--- config.mk ---
export PLATFORM = sky130hd
export DESIGN_NAME = branch_bit_flag_ops
export DESIGN_NICKNAME = d
export VERILOG_FILES = /design/src/shared/branch_bit_flag_pkg.sv /design/src/core/branch_bit_flag_ops.sv
export SDC_FILE = /design/constraint.sdc
export NUM_CORES = 2
export LEC_CHECK = 0
export ABC_AREA = 1
export BUFFER_PORTS_ARGS = -buffer_cell sky130_fd_sc_hd__buf_2
export CAP_MARGIN = 5
export CORE_MARGIN = 3
export CORE_UTILIZATION = 34
export CTS_BUF_LIST = sky130_fd_sc_hd__clkbuf_8 sky130_fd_sc_hd__clkbuf_16
export CTS_CLUSTER_DIAMETER = 100
export DETAILED_ROUTE_END_ITERATION = 8
export PLACE_DENSITY = 0.47
export SYNTH_ARGS = -nofsm -noshare
export SYNTH_HDL_FRONTEND = slang
export SYNTH_SLANG_ARGS = --single-unit
export TNS_END_PERCENT = 1
--- constraint.sdc ---
create_clock -name i_ref_clk -period 3.95 [get_ports i_ref_clk]
set_clock_uncertainty 0.2 [all_clocks]
set_input_delay 0.395 -clock i_ref_clk [delete_from_list [all_inputs] [get_ports i_ref_clk]]
set_output_delay 0.395 -clock i_ref_clk [all_outputs]
set_load 0.1 [all_outputs]
--- src/shared/branch_bit_flag_pkg.sv ---
// constants, types and register map of the branch, bit and flag execution unit
package branch_bit_flag_pkg;

  // ****************************************
  // register map (byte addresses)
  // ****************************************
  localparam int ADDR_W = 12;
  localparam logic [11:0] ADDR_INSTR = 12'h000;
  localparam logic [11:0] ADDR_STATUS = 12'h004;
  localparam logic [11:0] ADDR_PC = 12'h008;
  localparam logic [11:0] ADDR_STATUS_REGISTER = 12'h00C;
  localparam logic [11:0] ADDR_GPR_BASE = 12'h100;
  localparam logic [11:0] ADDR_IO_BASE = 12'h200;
  localparam logic [11:0] ADDR_WIN_MASK = 12'hF80;
  localparam int NUM_GPR = 32;
  localparam int NUM_IO = 32;

  // ****************************************
  // status register bit positions
  // ****************************************
  localparam int SR_C = 0;
  localparam int SR_Z = 1;
  localparam int SR_N = 2;
  localparam int SR_V = 3;
  localparam int SR_S = 4;
  localparam int SR_H = 5;
  localparam int SR_T = 6;
  localparam int SR_I = 7;

  // ****************************************
  // reset values and bus answers
  // ****************************************
  localparam logic [7:0] STATUS_REGISTER_RST = 8'h00;
  localparam logic [15:0] PC_RST = 16'h0000;
  localparam logic [7:0] DATA_RST = 8'h00;
  localparam logic [1:0] RESP_OKAY = 2'h0;
  localparam logic [1:0] RESP_SLVERR = 2'h2;
  localparam logic [1:0] CYC_ONE = 2'h1;
  localparam logic [1:0] CYC_TWO = 2'h2;

  // ****************************************
  // operation codes of the instruction word
  // ****************************************
  typedef enum logic [4:0] {
    OP_NOP = 5'h00,
    OP_BRANCH_SIGNED_GE = 5'h01,
    OP_BRANCH_SIGNED_LT = 5'h02,
    OP_BRANCH_HALF_CARRY_SET = 5'h03,
    OP_BRANCH_HALF_CARRY_CLEAR = 5'h04,
    OP_BRANCH_TRANSFER_FLAG_SET = 5'h05,
    OP_BRANCH_TRANSFER_FLAG_CLEAR = 5'h06,
    OP_BRANCH_OVERFLOW_SET = 5'h07,
    OP_BRANCH_OVERFLOW_CLEAR = 5'h08,
    OP_BRANCH_IRQ_ENABLED = 5'h09,
    OP_BRANCH_IRQ_DISABLED = 5'h0A,
    OP_IO_BIT_SET = 5'h0B,
    OP_IO_BIT_CLEAR = 5'h0C,
    OP_ROTATE_LEFT_CARRY = 5'h0D,
    OP_ROTATE_RIGHT_CARRY = 5'h0E,
    OP_ARITH_SHIFT_RIGHT = 5'h0F,
    OP_BIT_TO_TRANSFER_FLAG = 5'h10,
    OP_TRANSFER_FLAG_TO_BIT = 5'h11,
    OP_OVERFLOW_FLAG_SET = 5'h12,
    OP_OVERFLOW_FLAG_CLEAR = 5'h13,
    OP_HALF_CARRY_SET = 5'h14,
    OP_HALF_CARRY_CLEAR = 5'h15,
    OP_SIGN_FLAG_SET = 5'h16,
    OP_SIGN_FLAG_CLEAR = 5'h17,
    OP_IRQ_ENABLE_INSTR = 5'h18,
    OP_IRQ_DISABLE_INSTR = 5'h19
  } op_t;

  localparam logic [4:0] OP_LAST = 5'h19;

  // instruction word: op [4:0], bit [7:5], reg/port index [12:8], offset k [19:13]
  typedef struct packed {
    logic [11:0] unused;
    logic [6:0] k;
    logic [4:0] idx;
    logic [2:0] bit_sel;
    logic [4:0] op;
  } instr_t;

  // status word read at ADDR_STATUS
  typedef struct packed {
    logic [26:0] unused;
    logic illegal;
    logic [1:0] cycles;
    logic taken;
    logic busy;
  } status_t;

endpackage : branch_bit_flag_pkg

--- src/core/branch_bit_flag_ops.sv ---
// execution unit for flag branches, i/o bit ops, carry rotates, transfer bit and flag ops
//
// The AXI4-Lite slave port and the register offsets were decided locally.
module branch_bit_flag_ops (
  input wire logic i_ref_clk,
  input wire logic i_srst,
  input wire logic [11:0] i_awaddr,
  input wire logic i_awvalid,
  output logic o_awready,
  input wire logic [31:0] i_wdata,
  input wire logic [3:0] i_wstrb,
  input wire logic i_wvalid,
  output logic o_wready,
  output logic [1:0] o_bresp,
  output logic o_bvalid,
  input wire logic i_bready,
  input wire logic [11:0] i_araddr,
  input wire logic i_arvalid,
  output logic o_arready,
  output logic [31:0] o_rdata,
  output logic [1:0] o_rresp,
  output logic o_rvalid,
  input wire logic i_rready,
  output logic o_busy
);

  typedef enum logic [1:0] {ST_IDLE, ST_EXEC, ST_SECOND} state_t;

  // ****************************************
  // functions
  // ****************************************
  function automatic logic in_window(input logic [11:0] a, input logic [11:0] base);
    in_window = ((a & branch_bit_flag_pkg::ADDR_WIN_MASK) == base) && (a[1:0] == 2'h0);
  endfunction : in_window

  function automatic logic is_mapped(input logic [11:0] a);
    is_mapped = (a == branch_bit_flag_pkg::ADDR_INSTR) || (a == branch_bit_flag_pkg::ADDR_STATUS)
      || (a == branch_bit_flag_pkg::ADDR_PC) || (a == branch_bit_flag_pkg::ADDR_STATUS_REGISTER)
      || in_window(a, branch_bit_flag_pkg::ADDR_GPR_BASE)
      || in_window(a, branch_bit_flag_pkg::ADDR_IO_BASE);
  endfunction : is_mapped

  function automatic logic [7:0] low_byte(input logic [7:0] old, input logic [31:0] d,
                                          input logic [3:0] strb);
    low_byte = strb[0] ? d[7:0] : old;
  endfunction : low_byte

  // z, c, n and v for a shift result; v is n xor c
  function automatic logic [7:0] shift_flags(input logic [7:0] sr, input logic [7:0] res,
                                             input logic c);
    logic [7:0] f;
    f = sr;
    f[branch_bit_flag_pkg::SR_Z] = (res == 8'h00);
    f[branch_bit_flag_pkg::SR_C] = c;
    f[branch_bit_flag_pkg::SR_N] = res[7];
    f[branch_bit_flag_pkg::SR_V] = res[7] ^ c;
    shift_flags = f;
  endfunction : shift_flags

  // ****************************************
  // state
  // ****************************************
  state_t state;
  branch_bit_flag_pkg::instr_t instr;
  logic [15:0] pc;
  logic [7:0] status_register;
  logic [7:0] gpr [branch_bit_flag_pkg::NUM_GPR];
  logic [7:0] io_reg [branch_bit_flag_pkg::NUM_IO];
  logic last_taken;
  logic [1:0] last_cycles;
  logic last_illegal;

  logic aw_hold;
  logic [11:0] aw_addr;
  logic w_hold;
  logic [31:0] w_data;
  logic [3:0] w_strb;

  // ****************************************
  // write decode
  // ****************************************
  logic do_write;
  logic wr_ok;
  logic wr_instr;
  logic wr_pc;
  logic wr_status_register;
  logic wr_gpr;
  logic wr_io;
  logic [4:0] wr_idx;

  assign do_write = aw_hold && w_hold && !o_bvalid;
  // state is only writable while idle, so bus and execution never collide
  assign wr_ok = do_write && is_mapped(aw_addr) && (state == ST_IDLE);
  assign wr_instr = wr_ok && (aw_addr == branch_bit_flag_pkg::ADDR_INSTR) && w_strb[0];
  assign wr_pc = wr_ok && (aw_addr == branch_bit_flag_pkg::ADDR_PC);
  assign wr_status_register = wr_ok && (aw_addr == branch_bit_flag_pkg::ADDR_STATUS_REGISTER) && w_strb[0];
  assign wr_gpr = wr_ok && in_window(aw_addr, branch_bit_flag_pkg::ADDR_GPR_BASE) && w_strb[0];
  assign wr_io = wr_ok && in_window(aw_addr, branch_bit_flag_pkg::ADDR_IO_BASE) && w_strb[0];
  assign wr_idx = aw_addr[6:2];

  // ****************************************
  // execution decode
  // ****************************************
  logic exec;
  logic cond;
  logic is_branch;
  logic illegal;
  logic [7:0] rd;
  logic [7:0] next_rd;
  logic [7:0] next_status_register;
  logic rd_write;
  logic [15:0] pc_plus1;
  logic [15:0] pc_target;

  assign exec = (state == ST_EXEC);
  assign rd = gpr[instr.idx];
  assign pc_plus1 = pc + 16'h0001;
  assign pc_target = pc_plus1 + {{9{instr.k[6]}}, instr.k};
  assign illegal = (instr.op > branch_bit_flag_pkg::OP_LAST);

  always_comb
  begin
    cond = 1'b0;
    is_branch = 1'b1;
    unique case (instr.op)
      branch_bit_flag_pkg::OP_BRANCH_SIGNED_GE:
        cond = !(status_register[branch_bit_flag_pkg::SR_N] ^ status_register[branch_bit_flag_pkg::SR_V]);
      branch_bit_flag_pkg::OP_BRANCH_SIGNED_LT:
        cond = status_register[branch_bit_flag_pkg::SR_N] ^ status_register[branch_bit_flag_pkg::SR_V];
      branch_bit_flag_pkg::OP_BRANCH_HALF_CARRY_SET:
        cond = status_register[branch_bit_flag_pkg::SR_H];
      branch_bit_flag_pkg::OP_BRANCH_HALF_CARRY_CLEAR:
        cond = !status_register[branch_bit_flag_pkg::SR_H];
      branch_bit_flag_pkg::OP_BRANCH_TRANSFER_FLAG_SET:
        cond = status_register[branch_bit_flag_pkg::SR_T];
      branch_bit_flag_pkg::OP_BRANCH_TRANSFER_FLAG_CLEAR:
        cond = !status_register[branch_bit_flag_pkg::SR_T];
      branch_bit_flag_pkg::OP_BRANCH_OVERFLOW_SET:
        cond = status_register[branch_bit_flag_pkg::SR_V];
      branch_bit_flag_pkg::OP_BRANCH_OVERFLOW_CLEAR:
        cond = !status_register[branch_bit_flag_pkg::SR_V];
      branch_bit_flag_pkg::OP_BRANCH_IRQ_ENABLED:
        cond = status_register[branch_bit_flag_pkg::SR_I];
      branch_bit_flag_pkg::OP_BRANCH_IRQ_DISABLED:
        cond = !status_register[branch_bit_flag_pkg::SR_I];
      default:
        is_branch = 1'b0;
    endcase
  end

  // register and flag results; branches and i/o bit ops leave status_register alone
  always_comb
  begin
    next_rd = rd;
    next_status_register = status_register;
    rd_write = 1'b0;
    unique case (instr.op)
      branch_bit_flag_pkg::OP_ROTATE_LEFT_CARRY:
      begin
        next_rd = {rd[6:0], status_register[branch_bit_flag_pkg::SR_C]};
        next_status_register = shift_flags(status_register, next_rd, rd[7]);
        rd_write = 1'b1;
      end
      branch_bit_flag_pkg::OP_ROTATE_RIGHT_CARRY:
      begin
        next_rd = {status_register[branch_bit_flag_pkg::SR_C], rd[7:1]};
        next_status_register = shift_flags(status_register, next_rd, rd[0]);
        rd_write = 1'b1;
      end
      branch_bit_flag_pkg::OP_ARITH_SHIFT_RIGHT:
      begin
        next_rd = {rd[7], rd[7:1]};
        next_status_register = shift_flags(status_register, next_rd, rd[0]);
        rd_write = 1'b1;
      end
      branch_bit_flag_pkg::OP_BIT_TO_TRANSFER_FLAG:
        next_status_register[branch_bit_flag_pkg::SR_T] = rd[instr.bit_sel];
      branch_bit_flag_pkg::OP_TRANSFER_FLAG_TO_BIT:
      begin
        next_rd[instr.bit_sel] = status_register[branch_bit_flag_pkg::SR_T];
        rd_write = 1'b1;
      end
      branch_bit_flag_pkg::OP_OVERFLOW_FLAG_SET:
        next_status_register[branch_bit_flag_pkg::SR_V] = 1'b1;
      branch_bit_flag_pkg::OP_OVERFLOW_FLAG_CLEAR:
        next_status_register[branch_bit_flag_pkg::SR_V] = 1'b0;
      branch_bit_flag_pkg::OP_HALF_CARRY_SET:
        next_status_register[branch_bit_flag_pkg::SR_H] = 1'b1;
      branch_bit_flag_pkg::OP_HALF_CARRY_CLEAR:
        next_status_register[branch_bit_flag_pkg::SR_H] = 1'b0;
      branch_bit_flag_pkg::OP_SIGN_FLAG_SET:
        next_status_register[branch_bit_flag_pkg::SR_S] = 1'b1;
      branch_bit_flag_pkg::OP_SIGN_FLAG_CLEAR:
        next_status_register[branch_bit_flag_pkg::SR_S] = 1'b0;
      branch_bit_flag_pkg::OP_IRQ_ENABLE_INSTR:
        next_status_register[branch_bit_flag_pkg::SR_I] = 1'b1;
      branch_bit_flag_pkg::OP_IRQ_DISABLE_INSTR:
        next_status_register[branch_bit_flag_pkg::SR_I] = 1'b0;
      default:
      begin
        next_rd = rd;
        next_status_register = status_register;
      end
    endcase
  end

  // ****************************************
  // sequencer
  // ****************************************
  logic two_cycle;

  assign two_cycle = (is_branch && cond)
    || (instr.op == branch_bit_flag_pkg::OP_IO_BIT_SET)
    || (instr.op == branch_bit_flag_pkg::OP_IO_BIT_CLEAR);

  always_ff @(posedge i_ref_clk)
  begin
    if (i_srst)
    begin
      state <= ST_IDLE;
      instr <= '0;
      o_busy <= 1'b0;
    end
    else
    begin
      unique case (state)
        ST_IDLE:
          if (wr_instr)
          begin
            instr <= branch_bit_flag_pkg::instr_t'(w_data);
            state <= ST_EXEC;
            o_busy <= 1'b1;
          end
        ST_EXEC:
          if (two_cycle && !illegal)
          begin
            state <= ST_SECOND;
          end
          else
          begin
            state <= ST_IDLE;
            o_busy <= 1'b0;
          end
        ST_SECOND:
        begin
          state <= ST_IDLE;
          o_busy <= 1'b0;
        end
      endcase
    end
  end

  always_ff @(posedge i_ref_clk)
  begin
    if (i_srst)
    begin
      last_taken <= 1'b0;
      last_cycles <= 2'h0;
      last_illegal <= 1'b0;
    end
    else if (exec)
    begin
      last_taken <= is_branch && cond && !illegal;
      last_cycles <= (two_cycle && !illegal) ? branch_bit_flag_pkg::CYC_TWO
        : branch_bit_flag_pkg::CYC_ONE;
      last_illegal <= illegal;
    end
  end

  // ****************************************
  // program counter and status register
  // ****************************************
  always_ff @(posedge i_ref_clk)
  begin
    if (i_srst)
    begin
      pc <= branch_bit_flag_pkg::PC_RST;
    end
    else if (wr_pc)
    begin
      pc <= {(w_strb[1] ? w_data[15:8] : pc[15:8]), low_byte(pc[7:0], w_data, w_strb)};
    end
    else if (exec && !illegal)
    begin
      pc <= (is_branch && cond) ? pc_target : pc_plus1;
    end
  end

  always_ff @(posedge i_ref_clk)
  begin
    if (i_srst)
    begin
      status_register <= branch_bit_flag_pkg::STATUS_REGISTER_RST;
    end
    else if (wr_status_register)
    begin
      status_register <= w_data[7:0];
    end
    else if (exec && !illegal)
    begin
      status_register <= next_status_register;
    end
  end

  // ****************************************
  // working registers and i/o space
  // ****************************************
  always_ff @(posedge i_ref_clk)
  begin
    if (i_srst)
    begin
      for (int i = 0; i < branch_bit_flag_pkg::NUM_GPR; i++)
      begin
        gpr[i] <= branch_bit_flag_pkg::DATA_RST;
      end
    end
    else if (wr_gpr)
    begin
      gpr[wr_idx] <= w_data[7:0];
    end
    else if (exec && !illegal && rd_write)
    begin
      gpr[instr.idx] <= next_rd;
    end
  end

  // the port bit is written in the first cycle; the second only holds the unit busy
  always_ff @(posedge i_ref_clk)
  begin
    if (i_srst)
    begin
      for (int i = 0; i < branch_bit_flag_pkg::NUM_IO; i++)
      begin
        io_reg[i] <= branch_bit_flag_pkg::DATA_RST;
      end
    end
    else if (wr_io)
    begin
      io_reg[wr_idx] <= w_data[7:0];
    end
    else if (exec && (instr.op == branch_bit_flag_pkg::OP_IO_BIT_SET))
    begin
      io_reg[instr.idx][instr.bit_sel] <= 1'b1;
    end
    else if (exec && (instr.op == branch_bit_flag_pkg::OP_IO_BIT_CLEAR))
    begin
      io_reg[instr.idx][instr.bit_sel] <= 1'b0;
    end
  end

  // ****************************************
  // bus write channels
  // ****************************************
  always_ff @(posedge i_ref_clk)
  begin
    if (i_srst)
    begin
      aw_hold <= 1'b0;
      aw_addr <= 12'h000;
      o_awready <= 1'b1;
    end
    else if (o_awready && i_awvalid)
    begin
      aw_hold <= 1'b1;
      aw_addr <= i_awaddr;
      o_awready <= 1'b0;
    end
    else if (do_write)
    begin
      aw_hold <= 1'b0;
    end
    else if (o_bvalid && i_bready)
    begin
      o_awready <= 1'b1;
    end
  end

  always_ff @(posedge i_ref_clk)
  begin
    if (i_srst)
    begin
      w_hold <= 1'b0;
      w_data <= 32'h0000_0000;
      w_strb <= 4'h0;
      o_wready <= 1'b1;
    end
    else if (o_wready && i_wvalid)
    begin
      w_hold <= 1'b1;
      w_data <= i_wdata;
      w_strb <= i_wstrb;
      o_wready <= 1'b0;
    end
    else if (do_write)
    begin
      w_hold <= 1'b0;
    end
    else if (o_bvalid && i_bready)
    begin
      o_wready <= 1'b1;
    end
  end

  // unmapped addresses and writes while busy are refused with slverr
  always_ff @(posedge i_ref_clk)
  begin
    if (i_srst)
    begin
      o_bvalid <= 1'b0;
      o_bresp <= branch_bit_flag_pkg::RESP_OKAY;
    end
    else if (do_write)
    begin
      o_bvalid <= 1'b1;
      o_bresp <= wr_ok ? branch_bit_flag_pkg::RESP_OKAY : branch_bit_flag_pkg::RESP_SLVERR;
    end
    else if (o_bvalid && i_bready)
    begin
      o_bvalid <= 1'b0;
    end
  end

  // ****************************************
  // bus read channel
  // ****************************************
  branch_bit_flag_pkg::status_t stat;
  logic [31:0] rd_mux;

  always_comb
  begin
    stat = '0;
    stat.busy = o_busy;
    stat.taken = last_taken;
    stat.cycles = last_cycles;
    stat.illegal = last_illegal;
    rd_mux = 32'h0000_0000;
    if (i_araddr == branch_bit_flag_pkg::ADDR_INSTR)
      rd_mux = 32'(instr);
    else if (i_araddr == branch_bit_flag_pkg::ADDR_STATUS)
      rd_mux = 32'(stat);
    else if (i_araddr == branch_bit_flag_pkg::ADDR_PC)
      rd_mux = {16'h0000, pc};
    else if (i_araddr == branch_bit_flag_pkg::ADDR_STATUS_REGISTER)
      rd_mux = {24'h00_0000, status_register};
    else if (in_window(i_araddr, branch_bit_flag_pkg::ADDR_GPR_BASE))
      rd_mux = {24'h00_0000, gpr[i_araddr[6:2]]};
    else if (in_window(i_araddr, branch_bit_flag_pkg::ADDR_IO_BASE))
      rd_mux = {24'h00_0000, io_reg[i_araddr[6:2]]};
  end

  always_ff @(posedge i_ref_clk)
  begin
    if (i_srst)
    begin
      o_arready <= 1'b1;
      o_rvalid <= 1'b0;
      o_rdata <= 32'h0000_0000;
      o_rresp <= branch_bit_flag_pkg::RESP_OKAY;
    end
    else if (o_arready && i_arvalid)
    begin
      o_arready <= 1'b0;
      o_rvalid <= 1'b1;
      o_rdata <= rd_mux;
      o_rresp <= is_mapped(i_araddr) ? branch_bit_flag_pkg::RESP_OKAY
        : branch_bit_flag_pkg::RESP_SLVERR;
    end
    else if (o_rvalid && i_rready)
    begin
      o_rvalid <= 1'b0;
      o_arready <= 1'b1;
    end
  end

endmodule : branch_bit_flag_ops

==> summary.txt <==
Clock Sinks -> 667
Vias -> 32.95k
Tightest Hold Check Type -> in -> reg
First-pass GRT wire length -> 202100 um
GRT overflow -> 0
FF+latch area -> 18480 sq um
Vias in the first global route -> 31.70k
Routed Antenna Nets -> 0
Leakage dissipation -> 16.93 nW
Multi-input combinational cell area -> 15790 sq um
Worst vdd ir -> 0.0003086 V
Largest net degree at the start of global routing -> 91
Avg Synthesized Cell Area -> 7.874 sq um
DP HPWL -> 84370 um
Clock buffer count from CTS -> 82
Via/cell ratio -> 5.358
Slowest Stage Delay on Critical Path -> 0.50 ns
PwrDens -> 414.7 nW/um^2
Port-buffer cells -> 104
Crit. End Element -> flip-flop
Seq cells post-synth -> 667
Cts hold-fix bufs -> 48
Cells after Synth -> 4634
Full die area -> 111300 sq um
Total routed wirelength -> 134000 um
Ys flop type -> edfxtp_1
Gr usage total -> 23.73%
DRC errors left -> 0
Final GP Congestion -> 0.9165
Starting Density -> 34.47%
Crit-path leading delay family -> simple AND/OR/NAND/NOR gates
Rel. slew slack -> 21.93%
Io pins -> 109
Die W -> 333.6 um
Share of the yosys chip area belonging to registers -> 50.64%
CTS Root Buffer Type -> clkbuf_16
Critical Path RT -> 4.05 ns
Final Cycle Share -> 92.23%
Final Hold Viols -> 0
Worst setup SP type -> flip-flop
Min cycle time layout -> 3.643 ns
Layout Nets -> 4777
Final Setup Violations -> 0
WP buf/inv -> 1
Worst-Margin Slew -> 1.171 ns
Die H -> 333.6 um
EDFF count, synth -> 512
Slowest CP cell -> nor2_8
Fraction of registers with async set/reset -> 0%
Wire per inst -> 21.79 um
First-iteration detailed-routing DRC count -> 3250
Pre-antenna DRT Iters -> 5
CTS tree -> yes
Post-CTS Setup Bufs -> 0
Status -> finished clean
Synth cell types -> 54
Netlist Area Pre-Place -> 36490 sq um
CTS resizes -> 0
Row count -> 119
Worst skew pair latency -> 0.66 ns
Crit path arrival time -> 3.75 ns
Warnings from Yosys -> 0
Clk pin slew, worst setup/hold paths -> 0.07 ns
CTS Buffer Depth -> 3
H-tree depth -> 3
Crit-path cells -> nor2_1 > nand2_1 > nor3_1 > nor2_1 > nand2_2 > nand2_2 > nor2_2 > nand2_1 > nand2_2 > buf_4 > o211ai_2 > nor2_8 > nand2_4 > nand2_1
Fmax -> 274.5 MHz
Fin. max-slew vios -> 0
RSZ-0062 raised after global routing -> no
Core ar. -> 105900 sq um
Filler cell count -> 10.73k
Area grow syn2layout -> 16.07%
Total power -> 0.01756 W
Setup_tns -> 0 ns
Initial antenna violation count -> 6
Share of layout cells above drive strength 1 -> 10.91%
Kind of critical path -> reg -> reg
Worst-path fanout max -> 13
Max cap viols -> 0
report_power, final:
part	internal, W	switching, W	leakage, nW
Combinational	0.000556	0.00161	9.02
Clock	0.00426	0.00316	1.36
Sequential	0.00780	0.000172	6.55
worst paths after layout:
check	from	to	slack, ns	cells past startpoint
max reg2reg	aw_addr[0]	gpr[7][5]	0.31	14
max	aw_addr[0]	gpr[7][5]	0.31	14
min	i_wdata[7]	w_data[7]	0.11	3
min reg2reg	instr[31]	o_rdata[31]	0.26	2
synthesized netlist by cell type, types with 24 or more instances:
master / instances / area, sq um
o21ai_0: 177 / 885.9
nand3_1: 655 / 3278
buf_1: 24 / 90.09
nand2_1: 1143 / 4290
clkbuf_1: 222 / 833.3
edfxtp_1: 512 / 15370
a211oi_1: 37 / 277.8
inv_1: 247 / 927.1
buf_2: 87 / 435.4
o211ai_1: 26 / 195.2
dfxtp_1: 155 / 3103
nand4_1: 89 / 556.8
nor2_1: 774 / 2905
a21oi_1: 191 / 955.9
o21ai_1: 25 / 125.1
nor3_1: 27 / 135.1
nand2_4: 25 / 281.5
final cells by class:
type	count	share of cell area, %
diodes	5	0.02954
clock buffers	88	5.093
clock inverters	61	1.034
inverters	269	2.422
multi-input cells	3361	37.28
flip-flops and latches	667	43.64
well taps	1391	4.109
repair buffers	309	6.393
worst reg2reg max path: cells and delay by family, from the launching register on:
kind	cells	cell delay, ns
buffers and inverters	1	0.23
AOI/OAI and AO/OA	1	0.21
and+or+nand+nor	12	2.35
DFF	1	0.31
cells by family after synthesis:
logic type / Yosys count / share of synthesized area [%]
AND/OR/NAND/NOR: 2783 / 33.02
flip-flops: 667 / 50.64
buffers and inverters: 607 / 6.628
AO/OA/AOI/OAI: 535 / 8.493
XOR/XNOR: 21 / 0.5040
adder cells (fa/ha/maj): 20 / 0.7064
other: 1 / 0.01028
placed cells by master (no fill, tap or decap), types with 21 or more instances in the layout:
master	count
nand2_1	1140
nor2_1	769
nand3_1	655
edfxtp_1	512
inv_1	266
a21oi_1	191
o21ai_0	177
dfxtp_1	153
buf_4	116
buf_2	103
nand4_1	89
clkbuf_16	84
dlygate4sd3_1	48
buf_12	42
a211oi_1	37
nor3_1	27
o211ai_1	26
nand2_4	25
o21ai_2	21
routing by layer:
layer	routed length (um)	GRT usage, %
met5	13	0
met4	3985	7.834
met3	10250	4.131
met2	60150	37.24
met1	59640	33.20
through the flow:
stage                     cell area (sq um)  worst slack, ns  util (%)  cells  hold slack [ns]
after floorplan                       36490           0.5773         -   4635           0.2338
after global placement                39270           0.3887     37.09   5949           0.2483
after detailed placement              39270           0.3611     37.09   5949           0.2447
after CTS                             42340           0.3432     40.00   6146          0.07758
after global routing                  42340          0.02344     40.00   6147           0.1501
final                                 42350           0.3070     40.01   6151           0.1133
(Power assumes the default switching activity.)
